## config.mk

```make
export PLATFORM = sky130hd
export DESIGN_NAME = grs_regs
export DESIGN_NICKNAME = d
export VERILOG_FILES = /design/src/core/grs_pkg.sv /design/src/core/grs_sticky.sv /design/src/core/grs_regs.sv
export SDC_FILE = /design/constraint.sdc
export NUM_CORES = 1
export LEC_CHECK = 0
export BUFFER_PORTS_ARGS = -buffer_cell sky130_fd_sc_hd__buf_2
export CAP_MARGIN = 20
export CORE_AREA = 4 4 111 113
export CTS_CLUSTER_DIAMETER = 200
export DETAILED_ROUTE_END_ITERATION = 12
export DIE_AREA = 0 0 115 117
export PLACE_DENSITY = 0.56
export RECOVER_POWER = 100
export SKIP_LAST_GASP = 1
export SLEW_MARGIN = 20
export SYNTH_ARGS = -nofsm -noshare
export SYNTH_HDL_FRONTEND = slang
export SYNTH_SLANG_ARGS = --single-unit
```

## constraint.sdc

```tcl
create_clock -name i_clk -period 4 [get_ports i_clk]
set_input_delay 0.8 -clock i_clk [delete_from_list [all_inputs] [get_ports i_clk]]
set_output_delay 0.8 -clock i_clk [all_outputs]
set_load 0.01 [all_outputs]
```

## src/core/grs_pkg.sv

```systemverilog
// Purpose: constants and types for the gas result and status register bank
// Assumes: one 10 MHz clock, byte-wide register port
// Notes: offsets are byte addresses on the register port
//
// Overview of operation
// RULE1 - result is signed 16-bit, one count per ppm
// RULE2 - both result bytes load at sequence end only
// RULE3 - reading low result byte clears new-result flag
// RULE4 - host reads high byte before low byte
// RULE5 - new-result flag sets each sequence end, sticky
// RULE6 - latching condition at sequence end sets irq flag
// RULE7 - write one bit1 clears irq flag, pin inactive
// RULE8 - write one bit0 clears threshold alarm flag
// RULE9 - threshold violation at sequence end sets alarm
// RULE10 - both clear bits read back as zero
// RULE11 - bits 7:6 read zero, bit5 reserved read-only
// RULE12 - status writes only act through clear bits
// RULE13 - flag set beats simultaneous clear
// RULE14 - mode 01 starts one sequence, 10 repeats
// RULE15 - pin function 010 ready, 001 alarm
package grs_pkg;

  // ***************************************************************
  // register map
  // ***************************************************************
  localparam logic [7:0] ADDR_MODE_CFG = 8'h04;
  localparam logic [7:0] ADDR_RES_HI = 8'h05;
  localparam logic [7:0] ADDR_RES_LO = 8'h06;
  localparam logic [7:0] ADDR_FLAGS = 8'h07;
  localparam logic [7:0] ADDR_PIN_CFG = 8'h08;

  // ***************************************************************
  // field positions
  // ***************************************************************
  localparam int FLG_THRESHOLD_ALARM_CLEAR = 0;
  localparam int FLG_IRQ_CLR = 1;
  localparam int PIN_TYP_BIT = 4;
  localparam int STK_ALARM = 0;
  localparam int STK_IRQ = 1;
  localparam int STK_NEW = 2;
  localparam int STK_PIN = 3;
  localparam int STK_N = 4;

  // ***************************************************************
  // reset values
  // ***************************************************************
  localparam logic [7:0] RST_MODE_CFG = 8'h24;
  localparam logic [4:0] RST_PIN_CFG = 5'h00;
  localparam logic [15:0] RST_RESULT = 16'h0000;
  localparam logic RST_PIN_LEVEL = 1'h1;

  // ***************************************************************
  // codes
  // ***************************************************************
  localparam logic [1:0] MODE_IDLE = 2'h0;
  localparam logic [1:0] MODE_SINGLE = 2'h1;
  localparam logic [1:0] MODE_CONT = 2'h2;
  localparam logic [1:0] MODE_RSVD = 2'h3;
  localparam logic [2:0] FUNC_ALARM = 3'h1;
  localparam logic [2:0] FUNC_READY = 3'h2;
  localparam logic [2:0] FUNC_BUSY = 3'h3;
  localparam logic [2:0] FUNC_EARLY = 3'h4;

  // ***************************************************************
  // timing
  // ***************************************************************
  localparam int unsigned CLK_HZ = 10000000;
  localparam int unsigned CONT_PERIOD_S = 60;
  localparam int unsigned CONT_PERIOD_CYC = CONT_PERIOD_S * CLK_HZ;

  typedef enum logic [2:0] {
    SEQ_IDLE = 3'b001,
    SEQ_RUN = 3'b010,
    SEQ_WAIT = 3'b100
  } grs_seq_t;

endpackage : grs_pkg

```

## src/core/grs_sticky.sv

```systemverilog
// Purpose: vector of sticky flags with per-bit set and clear
// Assumes: set and clear are single-cycle strobes
// Notes: set has priority over clear
`timescale 1ns/1ps
module grs_sticky #(
  parameter int N = 4
) (
  input wire logic i_clk,
  input wire logic i_rst,
  input wire logic i_ce,
  input wire logic [N-1:0] i_set,
  input wire logic [N-1:0] i_clr,
  output logic [N-1:0] o_q
);

  // ***************************************************************
  // one flop per flag
  // ***************************************************************
  for (genvar g = 0; g < N; g++) begin : g_flag
    always_ff @(posedge i_clk or posedge i_rst) begin
      if (i_rst) begin
        o_q[g] <= 1'h0;
      end else if (i_ce) begin
        if (i_set[g]) begin
          o_q[g] <= 1'h1; // RULE13
        end else if (i_clr[g]) begin
          o_q[g] <= 1'h0;
        end
      end
    end
  end

endmodule : grs_sticky

```

## src/core/grs_regs.sv

```systemverilog
// Purpose: result bytes, measurement flags, mode and pin logic
// Assumes: measurement engine pulses i_seq_done with result and hit
// Notes: register reads answer one cycle after the read strobe
`timescale 1ns/1ps
module grs_regs
  import grs_pkg::*;
#(
  parameter int unsigned P_PERIOD_CYC = CONT_PERIOD_CYC
) (
  input wire logic i_clk,
  input wire logic i_rst,
  input wire logic i_ce,
  input wire logic [7:0] i_reg_addr,
  input wire logic i_reg_wr,
  input wire logic i_reg_rd,
  input wire logic [7:0] i_reg_wdata,
  output logic [7:0] o_reg_rdata,
  output logic o_reg_rvalid,
  input wire logic i_seq_done,
  input wire logic [15:0] i_seq_result,
  input wire logic i_threshold_hit,
  output logic o_seq_start,
  output logic o_int_pin
);

  // ***************************************************************
  // state
  // ***************************************************************
  grs_seq_t seq_q;
  grs_seq_t seq_d;
  logic [7:0] mode_cfg_q;
  logic [7:0] mode_cfg_d;
  logic [4:0] pin_cfg_q;
  logic [15:0] result_q;
  logic [7:0] shadow_lo_q;
  logic shadow_vld_q;
  logic [31:0] period_q;
  logic [31:0] period_d;
  logic [STK_N-1:0] flag_set;
  logic [STK_N-1:0] flag_clr;
  logic [STK_N-1:0] flag_q;

  // ***************************************************************
  // address decode
  // ***************************************************************
  wire logic wr_mode = i_reg_wr && (i_reg_addr == ADDR_MODE_CFG);
  wire logic wr_flags = i_reg_wr && (i_reg_addr == ADDR_FLAGS);
  wire logic wr_pin = i_reg_wr && (i_reg_addr == ADDR_PIN_CFG);
  wire logic rd_hi = i_reg_rd && (i_reg_addr == ADDR_RES_HI);
  wire logic rd_lo = i_reg_rd && (i_reg_addr == ADDR_RES_LO);
  wire logic rd_mode = i_reg_rd && (i_reg_addr == ADDR_MODE_CFG);
  wire logic rd_flags = i_reg_rd && (i_reg_addr == ADDR_FLAGS);
  wire logic rd_pin = i_reg_rd && (i_reg_addr == ADDR_PIN_CFG);

  // ***************************************************************
  // mode and sequence events
  // ***************************************************************
  wire logic [1:0] operating_mode_field = mode_cfg_q[1:0];
  wire logic [2:0] pin_func = pin_cfg_q[3:1];
  wire logic pin_typ = pin_cfg_q[PIN_TYP_BIT];
  // a done pulse outside a running sequence is ignored
  wire logic seq_end = i_seq_done && (seq_q == SEQ_RUN);
  // reserved mode code behaves as idle, so it is stored as idle
  wire logic [1:0] wr_op = (i_reg_wdata[1:0] == MODE_RSVD) ? MODE_IDLE : i_reg_wdata[1:0];
  wire logic period_done = (period_q == 32'h00000000);
  wire logic [31:0] period_load = 32'(P_PERIOD_CYC - 1);

  always_comb begin
    mode_cfg_d = mode_cfg_q;
    if (wr_mode) begin
      mode_cfg_d = {i_reg_wdata[7:2], wr_op}; // RULE14
    end else if (seq_end && (operating_mode_field == MODE_SINGLE)) begin
      mode_cfg_d = {mode_cfg_q[7:2], MODE_IDLE}; // RULE14
    end
  end

  // ***************************************************************
  // sequencer
  // ***************************************************************
  logic start_d;

  always_comb begin
    seq_d = seq_q;
    start_d = 1'h0;
    unique case (seq_q)
      SEQ_IDLE: begin
        if (operating_mode_field != MODE_IDLE) begin
          seq_d = SEQ_RUN; // RULE14
          start_d = 1'h1;
        end
      end
      SEQ_RUN: begin
        if (i_seq_done) begin
          seq_d = (operating_mode_field == MODE_CONT) ? SEQ_WAIT : SEQ_IDLE;
        end
      end
      SEQ_WAIT: begin
        if (operating_mode_field == MODE_IDLE) begin
          seq_d = SEQ_IDLE;
        end else if (period_done || (operating_mode_field == MODE_SINGLE)) begin
          seq_d = SEQ_RUN; // RULE14
          start_d = 1'h1;
        end
      end
      default: begin
        seq_d = SEQ_IDLE;
      end
    endcase
  end

  // period runs from each start so the spacing of starts is fixed
  always_comb begin
    period_d = period_q;
    if (start_d) begin
      period_d = period_load;
    end else if (!period_done) begin
      period_d = period_q - 32'h00000001;
    end
  end

  always_ff @(posedge i_clk or posedge i_rst) begin
    if (i_rst) begin
      seq_q <= SEQ_IDLE;
      period_q <= 32'h00000000;
      o_seq_start <= 1'h0;
    end else if (i_ce) begin
      seq_q <= seq_d;
      period_q <= period_d;
      o_seq_start <= start_d;
    end
  end

  // ***************************************************************
  // configuration registers
  // ***************************************************************
  always_ff @(posedge i_clk or posedge i_rst) begin
    if (i_rst) begin
      mode_cfg_q <= RST_MODE_CFG;
      pin_cfg_q <= RST_PIN_CFG;
    end else if (i_ce) begin
      mode_cfg_q <= mode_cfg_d;
      if (wr_pin) begin
        pin_cfg_q <= i_reg_wdata[4:0];
      end
    end
  end

  // ***************************************************************
  // result bytes
  // ***************************************************************
  always_ff @(posedge i_clk or posedge i_rst) begin
    if (i_rst) begin
      result_q <= RST_RESULT;
    end else if (i_ce && seq_end) begin
      result_q <= i_seq_result; // RULE1 RULE2
    end
  end

  // low byte frozen at the high-byte read so a result landing
  // between the two reads cannot tear the pair
  always_ff @(posedge i_clk or posedge i_rst) begin
    if (i_rst) begin
      shadow_lo_q <= 8'h00;
      shadow_vld_q <= 1'h0;
    end else if (i_ce) begin
      if (rd_hi) begin
        shadow_lo_q <= result_q[7:0]; // RULE4
        shadow_vld_q <= 1'h1;
      end else if (rd_lo) begin
        shadow_vld_q <= 1'h0;
      end
    end
  end

  wire logic [7:0] lo_view = shadow_vld_q ? shadow_lo_q : result_q[7:0];

  // ***************************************************************
  // sticky flags
  // ***************************************************************
  wire logic latch_cond = seq_end
      && (((pin_func == FUNC_ALARM) && i_threshold_hit) // RULE15
      || (pin_func == FUNC_READY)); // RULE15

  assign flag_set[STK_ALARM] = seq_end && i_threshold_hit; // RULE9
  assign flag_set[STK_IRQ] = latch_cond; // RULE6
  assign flag_set[STK_NEW] = seq_end; // RULE5
  assign flag_set[STK_PIN] = latch_cond; // RULE6

  // only the two clear bits of a status write do anything
  assign flag_clr[STK_ALARM] = wr_flags && i_reg_wdata[FLG_THRESHOLD_ALARM_CLEAR]; // RULE8 RULE12
  assign flag_clr[STK_IRQ] = wr_flags && i_reg_wdata[FLG_IRQ_CLR]; // RULE7 RULE12
  assign flag_clr[STK_NEW] = rd_lo; // RULE3
  // changing pin setup also drops the pin to inactive
  assign flag_clr[STK_PIN] = (wr_flags && i_reg_wdata[FLG_IRQ_CLR]) || wr_pin; // RULE7

  grs_sticky #(
    .N(STK_N)
  ) u_flags (
    .i_clk(i_clk),
    .i_rst(i_rst),
    .i_ce(i_ce),
    .i_set(flag_set),
    .i_clr(flag_clr),
    .o_q(flag_q)
  );

  // ***************************************************************
  // notification pin
  // ***************************************************************
  wire logic early_act = (operating_mode_field == MODE_CONT) && start_d;
  wire logic pin_act =
      ((pin_func == FUNC_ALARM) && flag_q[STK_PIN]) ||
      ((pin_func == FUNC_READY) && flag_q[STK_PIN]) ||
      ((pin_func == FUNC_BUSY) && (seq_q == SEQ_RUN)) ||
      ((pin_func == FUNC_EARLY) && early_act);
  // typ clear means active low
  wire logic pin_level = pin_typ ? pin_act : !pin_act;

  always_ff @(posedge i_clk or posedge i_rst) begin
    if (i_rst) begin
      o_int_pin <= RST_PIN_LEVEL;
    end else if (i_ce) begin
      o_int_pin <= pin_level;
    end
  end

  // ***************************************************************
  // read data
  // ***************************************************************
  wire logic [7:0] flags_view = {2'h0, 1'h0, // RULE11
      flag_q[STK_NEW], flag_q[STK_IRQ], flag_q[STK_ALARM],
      2'h0}; // RULE10
  wire logic [7:0] rdata_d =
      rd_hi ? result_q[15:8] :
      rd_lo ? lo_view :
      rd_flags ? flags_view :
      rd_mode ? mode_cfg_q :
      rd_pin ? {3'h0, pin_cfg_q} :
      8'h00;

  always_ff @(posedge i_clk or posedge i_rst) begin
    if (i_rst) begin
      o_reg_rdata <= 8'h00;
      o_reg_rvalid <= 1'h0;
    end else if (i_ce) begin
      o_reg_rdata <= rdata_d;
      o_reg_rvalid <= i_reg_rd;
    end
  end

endmodule : grs_regs

```

[After elaboration in Yosys (flattened, before gate mapping)]
Index checks and enable logic that the tools add are counted.
Storage, ports and cells
  flip-flop bits (word level): 88
  latch bits: 0
  RAM bits: 0
  ROM bits: 0
  input bits: 39
  memories kept: 0
Operators by class
  add/sub/neg operators: 1
  $mul: 0
  divide/modulo/power cells: 0
  order comparisons: 0
  equal/unequal tests: 19
  shifts and indexed selects: 0
  mux-type cells: 31
  bitwise logic cells: 0
  reductions and logical operators: 48
Operators with widths (number)
  2-to-1 mux 32 bit: 2
  2-to-1 mux 8 bit: 6
  == test 8 x 3 -> 1 bit (second input constant): 4
  zero test 32 bit: 1
  subtractor 32 x 1 -> 32 bit (second input constant): 1
  logical AND 1 bit: 21
  AND reduction 2 bit: 10
  2-to-1 mux 3 bit: 5
  nonzero test 2 bit: 7
  2-to-1 mux 1 bit: 13
  == test 3 x 2 -> 1 bit (second input constant): 3
  one-hot mux 3 bit (3 select lines): 1
  == test 8 x 4 -> 1 bit (second input constant): 1
  == test 3 x 1 -> 1 bit (second input constant): 2
  == test 3 bit (second input constant): 2
  logical OR 1 bit: 6
  2-to-1 mux 5 bit: 1
  == test 2 bit (second input constant): 2
  2-to-1 mux 2 bit: 2
  inequality test 2 bit (second input constant): 2
  AND reduction 4 bit: 1
  inequality test 3 bit (second input constant): 1
  == test 2 x 1 -> 1 bit (second input constant): 1
  zero test 2 bit: 1
  3 further kinds: 3

[Depth between registers and ports, before layout]
Gate-level depths: netlist of the first run.
  depth in word-level cells: 10
  gate-level depth with buffers: 9
  mapped depth without buffers: 7

[Cells and area by module]
A second synthesis of the first run with hierarchy kept.
Unflattened totals
  cell total of the unflattened synthesis: 440
  area, all modules: 4548.1 µm²
Modules (own cells, without submodules)
  grs_regs: instances 1, cells each 426, area each 4380.5 µm², seq. area each 2107.0 µm²
  grs_sticky: instances 1, cells each 14, area each 167.7 µm², seq. area each 100.1 µm²

[Worst setup path after synthesis of the first run]
Ideal clock, no wire load.
  path kind: input -> register
  start point: in i_ce
  end point: reg period_q[21]
  setup time: 0.078 ns
  arrival time: 2.809 ns
  data required time: 3.922 ns
  path slack: 1.113 ns
  cell stages on the path: 7
  path through: buf_2 -> or3b_2 -> or4_4 -> buf_6 -> or2_4 -> or4b_1 -> a21oi_1
Between the ends
  word-level cells in the longest chain between the ends: 1
Ends and longest elaborated chain
  from (decl): RTL line grs_regs.sv:12  | input wire logic i_ce,
  AND reduction 2 bit (no source line)
  to (signal assigned): RTL line grs_regs.sv:128  | period_q <= period_d;
  to (decl): RTL line grs_regs.sv:37  | logic [31:0] period_q;
Every way passes these cells.
A chain may end at the register's enable or synchronous reset.

[Worst setup path in the final report of the first run]
  start point: reg period_q[8]
  end point: reg period_q[25]
Between the ends
  word-level cells in the longest chain between the ends: 7
  elaborated cells on any way between the ends: 10
Ends and longest elaborated chain
  parallel branches: the longest is 7 deep, another holds subtractor 32 x 1 -> 32 bit
Parallel ways; which one is timed is not known. The select of a mux whose other input is x is not followed.

==> results_dict.tcl, run 1 <==
set metrics [dict create \
    final_common_cell "dfrtp_1" \
    final_cell_mix "dfrtp_1, nand2_1, buf_2" \
    cts_resized 0 \
    worst_pin_slew_ns 2.16 \
    maxCapViolations 1 \
    clkLatencyLatePin_ns 0.35 \
    busiest_layer "met2" \
    fmax_mhz 324 \
    grtUsageMet2 0.272 \
    drtAntennaViolNets 0 \
    gr-total-overflow 0 \
    stdcell_area_um2 5070 \
    period_share 0.772 \
    violations "capacitance limit, slew limit" \
    cp_max_fo 14 \
    n_antenna_cell 0 \
    hold-worst-slack_ns 0.484 \
    critPathRequiredTime_ns 4.23 \
    async_reset_ff_frac 1.00 \
    p_leak_uw 0.00213 \
    grt_use_met3 0.0350 \
    track_usage 0.169 \
    vias_per_cell 5.60 \
    initial_utilization 0.390 \
    final_nets 536 \
    cts_sinks 88 \
    htree_levels 3 \
    coreArea_um2 11300 \
    skew_ns 0.00511 \
    ir_drop_mv 0.299 \
    ys_warn_count 0 \
    final_layout_size_suffix_gt1_frac 0.194 \
    grt_max_degree 50 \
    critPathKind "reg -> reg" \
    slew_violations 50 \
    min_period_ns 3.09 \
    dp_hpwl_um 7490 \
    place_area_um2 4810 \
    finalSetupViolations 0 \
    gp_congestion 0.819 \
    rows 39 \
    synth_flop_cell "dfrtp_1" \
    drtIter0Drc 186 \
    post_synth_inst_count 451 \
    dieArea_um2 13500 \
    slew-limit-headroom -0.448 \
    final-seq-area_um2 2210 \
    start_kind "flip-flop" \
    die_w_um 115 \
    antenna_found_initial 0 \
    io_pins 50 \
    fillers 1145 \
    hold_buffers 0 \
    via_count 3608 \
    yosysUniqueCellTypes 53 \
    wl_per_cell_um 16.3 \
    grt_pass1_wl_um 17800 \
    clk_pin_slew_ns 0.06 \
    first_pass_iters 4 \
    critPathArrivalTime_ns 3.32 \
    tns_ns 0 \
    yosysSeqAreaShare 0.500 \
    worst_hold_path_type "reg -> reg" \
    finalWorstSetupSlack_ns 0.912 \
    syn_nets 491 \
    power_density_nw_per_um2 465 \
    synth.cell_area_um2 4420 \
    synth-edff-count 0 \
    ys_ff_latch 88 \
    postCtsSetupBuffers 0 \
    end_kind "flip-flop" \
    drc 0 \
    rsz0062_at_grt "false" \
    hold_violations 0 \
    grt_use_met1 0.223 \
    syn_to_final_growth_pct 14.7 \
    multi_input_area_um2 2070 \
    synth.avg_cell_area_um2 9.80 \
    die_h_um 117 \
    cts_root_buf "clkbuf_16" \
    status "finished with violations" \
    buffer_ports.inserted 49 \
    cts_buffers 9 \
    cts_buffer_depth 2 \
    cts_tree "built" \
    pre_cts_ws_ns 0.897 \
    grt_pass1_vias 3531 \
    routed_wl_um 10500 \
]
-- final timing paths --
| path | start | end | slack, ns | cells past startpoint |
|---|---|---|---|---|
| setup / recovery | period_q[8] | period_q[25] | 0.91 | 6 |
| hold / removal | result_q[11] | result_q[11] | 0.48 | 2 |
| setup reg to reg | period_q[8] | period_q[25] | 0.91 | 6 |
| hold reg to reg | result_q[11] | result_q[11] | 0.48 | 2 |
| max in group asynchronous | i_rst | pin_cfg_q[1] | 1.12 | 3 |
| min in group asynchronous | i_rst | period_q[0] | 1.02 | 2 |
-- synth_stat cells (4+ instances only) --
cell	instances	area, um^2
dfrtp_1	84	2100
nand2_1	72	270
mux2_2	26	293
a21oi_1	22	110
nor2_1	22	82.6
clkbuf_1	19	71.3
o21ai_0	19	95.1
nand3_1	16	80.1
o31ai_1	16	120
or3_1	15	93.8
or4_1	12	90.1
inv_1	11	41.3
nor4_1	9	56.3
nor2b_1	8	50.1
nor3_1	7	35.0
and3_1	6	37.5
nand4_1	6	37.5
a222oi_1	5	50.1
nand2b_1	5	31.3
o311ai_0	5	43.8
a31oi_1	4	25.0
dfstp_2	4	105
nor4b_1	4	35.0
o41ai_1	4	35.0
-- per-stage QoR --
| step | total power [uW] | instances | utilization |
|---|---|---|---|
| after floorplan | 1400 | 451 | - |
| after global placement | 1530 | 628 | 0.425 |
| after detailed placement | 1540 | 628 | 0.425 |
| after CTS | 2400 | 644 | 0.451 |
| after global routing | 2500 | 644 | 0.448 |
| final | 2360 | 644 | 0.448 |
-- logic make-up (layout without fill, tap and decap cells) --
family	Yosys count	in the layout	synth area share
xor gates and xnor gates	5	5	0.00991
buffers and inverters	35	85	0.0329
muxes	29	29	0.0731
AOI/OAI and AO/OA	97	97	0.149
and+or+nand+nor	196	196	0.233
adders and majority gates	1	1	0.00283
DFF	88	88	0.500
-- worst max-delay path, stage by stage, from the launching register on --
cell and delay, ns:
dfrtp_1 0.43, nor4_1 0.64, nand3_1 0.45, o311ai_0 0.51, nand3_1 0.34, clkbuf_1 0.40
o311ai_0 0.19
-- sequential cells by signal, summed over array words and instances (netlist names) --
signal and count:
u_flags.o_q 4, mode_cfg_q 8, result_q 16, period_q 32
o_seq_start 1, o_reg_rvalid 1, pin_cfg_q 5, shadow_vld_q 1
shadow_lo_q 8, o_int_pin 1, o_reg_rdata 8, seq_q 3
-- layout make-up --
| type | instances | area share |
|---|---|---|
| clock buffer | 10 | 0.0452 |
| clock inverter | 6 | 0.0136 |
| inverter | 12 | 0.00913 |
| multi-input combinational | 328 | 0.408 |
| sequential | 88 | 0.435 |
| tap | 143 | 0.0353 |
| timing repair buffer | 57 | 0.0538 |
-- layer usage --
layer / share of wire / up-vias
li1: - / 1769
met5: 0 / -
met3: 0.039 / 17
met1: 0.46 / 1758
met4: 0.020 / 0
met2: 0.48 / 64
-- report_power, final --
group / switching [uW] / internal, uW
combinational: 202 / 160
sequential: 121 / 1030
clock: 361 / 487
total: 684 / 1670
No activity file was read; power rests on OpenSTA's default activity.
==> run 2, diff against run 1 <==
Settings changed: ABC_AREA set to 1, CORE_AREA 4 4 111 113 to 4 4 114 116, DIE_AREA 0 0 115 117 to 0 0 118 120, PLACE_DENSITY 0.56 to 0.58.
Clock period 4 ns to 2.8 ns, I/O delays scaled along.
==> run 2 against run 1 <==
Net effect: the run now ends clean; critical endpoint is now period_q[27]; global-route usage rose by 0.38 points; flip-flop and latch count did not move; first-iteration DRC count rose by 48%; highest routed layer unchanged; final area rose by 5.1%; final cell count rose by 28%.
==> results_dict.tcl, run 2 <==
set metrics [dict create \
    die_h_um 120 \
    period_share 0.883 \
    tns_ns 0 \
    top_regs "period_q x32, result_q x16" \
    vias_per_cell 5.01 \
    worst_hold_path_type "in -> async" \
    synthMostInstantiatedCell "nand2_1" \
    worst_pin_slew_ns 1.21 \
    rsz0062_at_grt "false" \
    final_common_cell "nand2_1" \
    clk_pin_slew_ns 0.06 \
    cts_buffer_depth 2 \
    grt_max_degree 50 \
    drtIter0Drc 275 \
    ys_ff_latch 88 \
    n_antenna_cell 0 \
    synth.top_cells.by_area "dfrtp_1, nand2_1, nor2_1" \
    regMostFlops "period_q" \
    end_kind "flip-flop" \
    ys_warn_count 0 \
    gr-total-overflow 0 \
    cts_sinks 88 \
    grt_use_met3 0.0471 \
    grtUsageMet2 0.293 \
    crit_end "period_q[27]" \
    min_period_ns 2.47 \
    io_pins 50 \
    grt_pass1_vias 4086 \
    die_w_um 118 \
    critPathArrivalTime_ns 2.70 \
    r2r_setup_slack_ns 0.33 \
    start_kind "flip-flop" \
    grt_pass1_wl_um 19700 \
    slew-limit-headroom 0.191 \
    finalSetupViolations 0 \
    yosysUniqueCellTypes 34 \
    cts_buffers 9 \
    final_layout_size_suffix_gt1_frac 0.110 \
    synth.avg_cell_area_um2 7.55 \
    p_leak_uw 0.00267 \
    syn_to_final_growth_pct 13.9 \
    worstReg2RegStart "period_q[0]" \
    hold_buffers 0 \
    yosysSeqAreaShare 0.472 \
    syn_nets 659 \
    timing.rr.end "period_q[27]" \
    critPathKind "reg -> reg" \
    maxCapViolations 0 \
    hold-worst-slack_ns 0.347 \
    cp-startpoint "period_q[0]" \
    cts_tree "built" \
    cp_max_fo 14 \
    dp_hpwl_um 8740 \
    fmax_mhz 405 \
    final_nets 714 \
    reg2reg_depth 12 \
    fin_cells 826 \
    netlist.area_leader.share 0.450 \
    wl_per_cell_um 14.2 \
    critPathRequiredTime_ns 3.03 \
    final_cell_mix "nand2_1, dfrtp_1, nor2_1" \
    synth.cell_area_um2 4680 \
    fillers 1222 \
    grt_use_met1 0.222 \
    dp.cells 810 \
    skew_ns 0.00850 \
    clkLatencyLatePin_ns 0.35 \
    async_reset_ff_frac 1.00 \
    status "finished clean" \
    first_pass_iters 5 \
    synth-edff-count 0 \
    coreArea_um2 11900 \
    largest_reg_flops 32 \
    ir_drop_mv 0.382 \
    cts_resized 0 \
    cts_root_buf "clkbuf_16" \
    synth_common_cells "nand2_1, dfrtp_1, nor2_1, inv_1, o21ai_0" \
    dieArea_um2 14200 \
    postCtsSetupBuffers 0 \
    track_usage 0.173 \
    busiest_layer "met2" \
    slew_violations 0 \
    routed_wl_um 11700 \
    stdcell_area_um2 5330 \
    power_density_nw_per_um2 740 \
    via_count 4137 \
    rows 40 \
    gp_congestion 0.900 \
    yosysTopAreaCell "dfrtp_1" \
    synth_flop_cell "dfrtp_1" \
    hold_violations 0 \
    htree_levels 3 \
    drc 0 \
    antenna_found_initial 0 \
    initial_utilization 0.393 \
    post_synth_inst_count 619 \
    drtAntennaViolNets 0 \
    place_area_um2 5110 \
    final_util 0.447 \
    buffer_ports.inserted 49 \
]
[run 2: cell count changes in the layout (fill, tap and decap cells not counted), sizes merged, moves of 14 or more]
cell   change
inv       +55
mux2      -25
nand2     +97
nand3     +31
nor2      +65
o21ai     +55
or3       -15
or4       -14
xor2      +14
[run 2: cell families (layout without fill, tap and decap cells)]
family | count (synthesis) | in the layout | share of synthesized area
simple gates | 329 | 329 | 0.296
compound gates | 98 | 98 | 0.115
flops | 88 | 88 | 0.472
buf+inv | 81 | 141 | 0.0717
xor+xnor | 21 | 21 | 0.0393
fa+ha+maj | 1 | 1 | 0.00268
mux | 1 | 1 | 0.00241
[run 2: through the flow]
stage / setup WS (ns) / power, uW
floorplan: 0.983 / 2530
global placement: 0.482 / 2790
detailed placement: 0.381 / 2820
CTS: 0.338 / 4000
global route: 0.0513 / 4230
finish: 0.328 / 3940
[run 2: cell type report]
cell class,count,area (um^2),share of cell area
Timing Repair Buffer,58,277,0.0519
Clock inverter,5,41.3,0.00775
Tap cell,147,184,0.0345
Multi-Input combinational cell,450,2120,0.399
Sequential cell,88,2210,0.414
Inverter,67,253,0.0474
Clock buffer,11,243,0.0456
[run 2: how the worst min path moves through the flow]
stage / endpoint / slack [ns]
finish: period_q[21] / 0.35
floorplan: result_q[8] / 0.43
CTS: period_q[13] / 0.24
global placement: result_q[8] / 0.45
detailed placement: result_q[8] / 0.45
global route: result_q[8] / 0.40
[run 2: layer usage]
layer | up-vias | share of wire
met4 | 0 | 0.0061
li1 | 2103 | -
met1 | 1938 | 0.46
met3 | 5 | 0.052
met2 | 91 | 0.48
met5 | - | 0
[run 2: power by group]
part	switching, uW	total, uW	internal [uW]
logic	653	1010	353
clock network	524	1160	632
registers	219	1780	1560
[run 2: critical path, stage by stage, from the launching register on]
cell and delay, ns:
dfrtp_1 0.38, inv_1 0.09, ha_1 0.21, nand2_2 0.11, nor2_4 0.18, nand2_2 0.09
o21ai_1 0.18, nand2_1 0.09, nand2_2 0.22, nand2_2 0.27, clkbuf_1 0.32, nand3_1 0.15
nand2_1 0.06
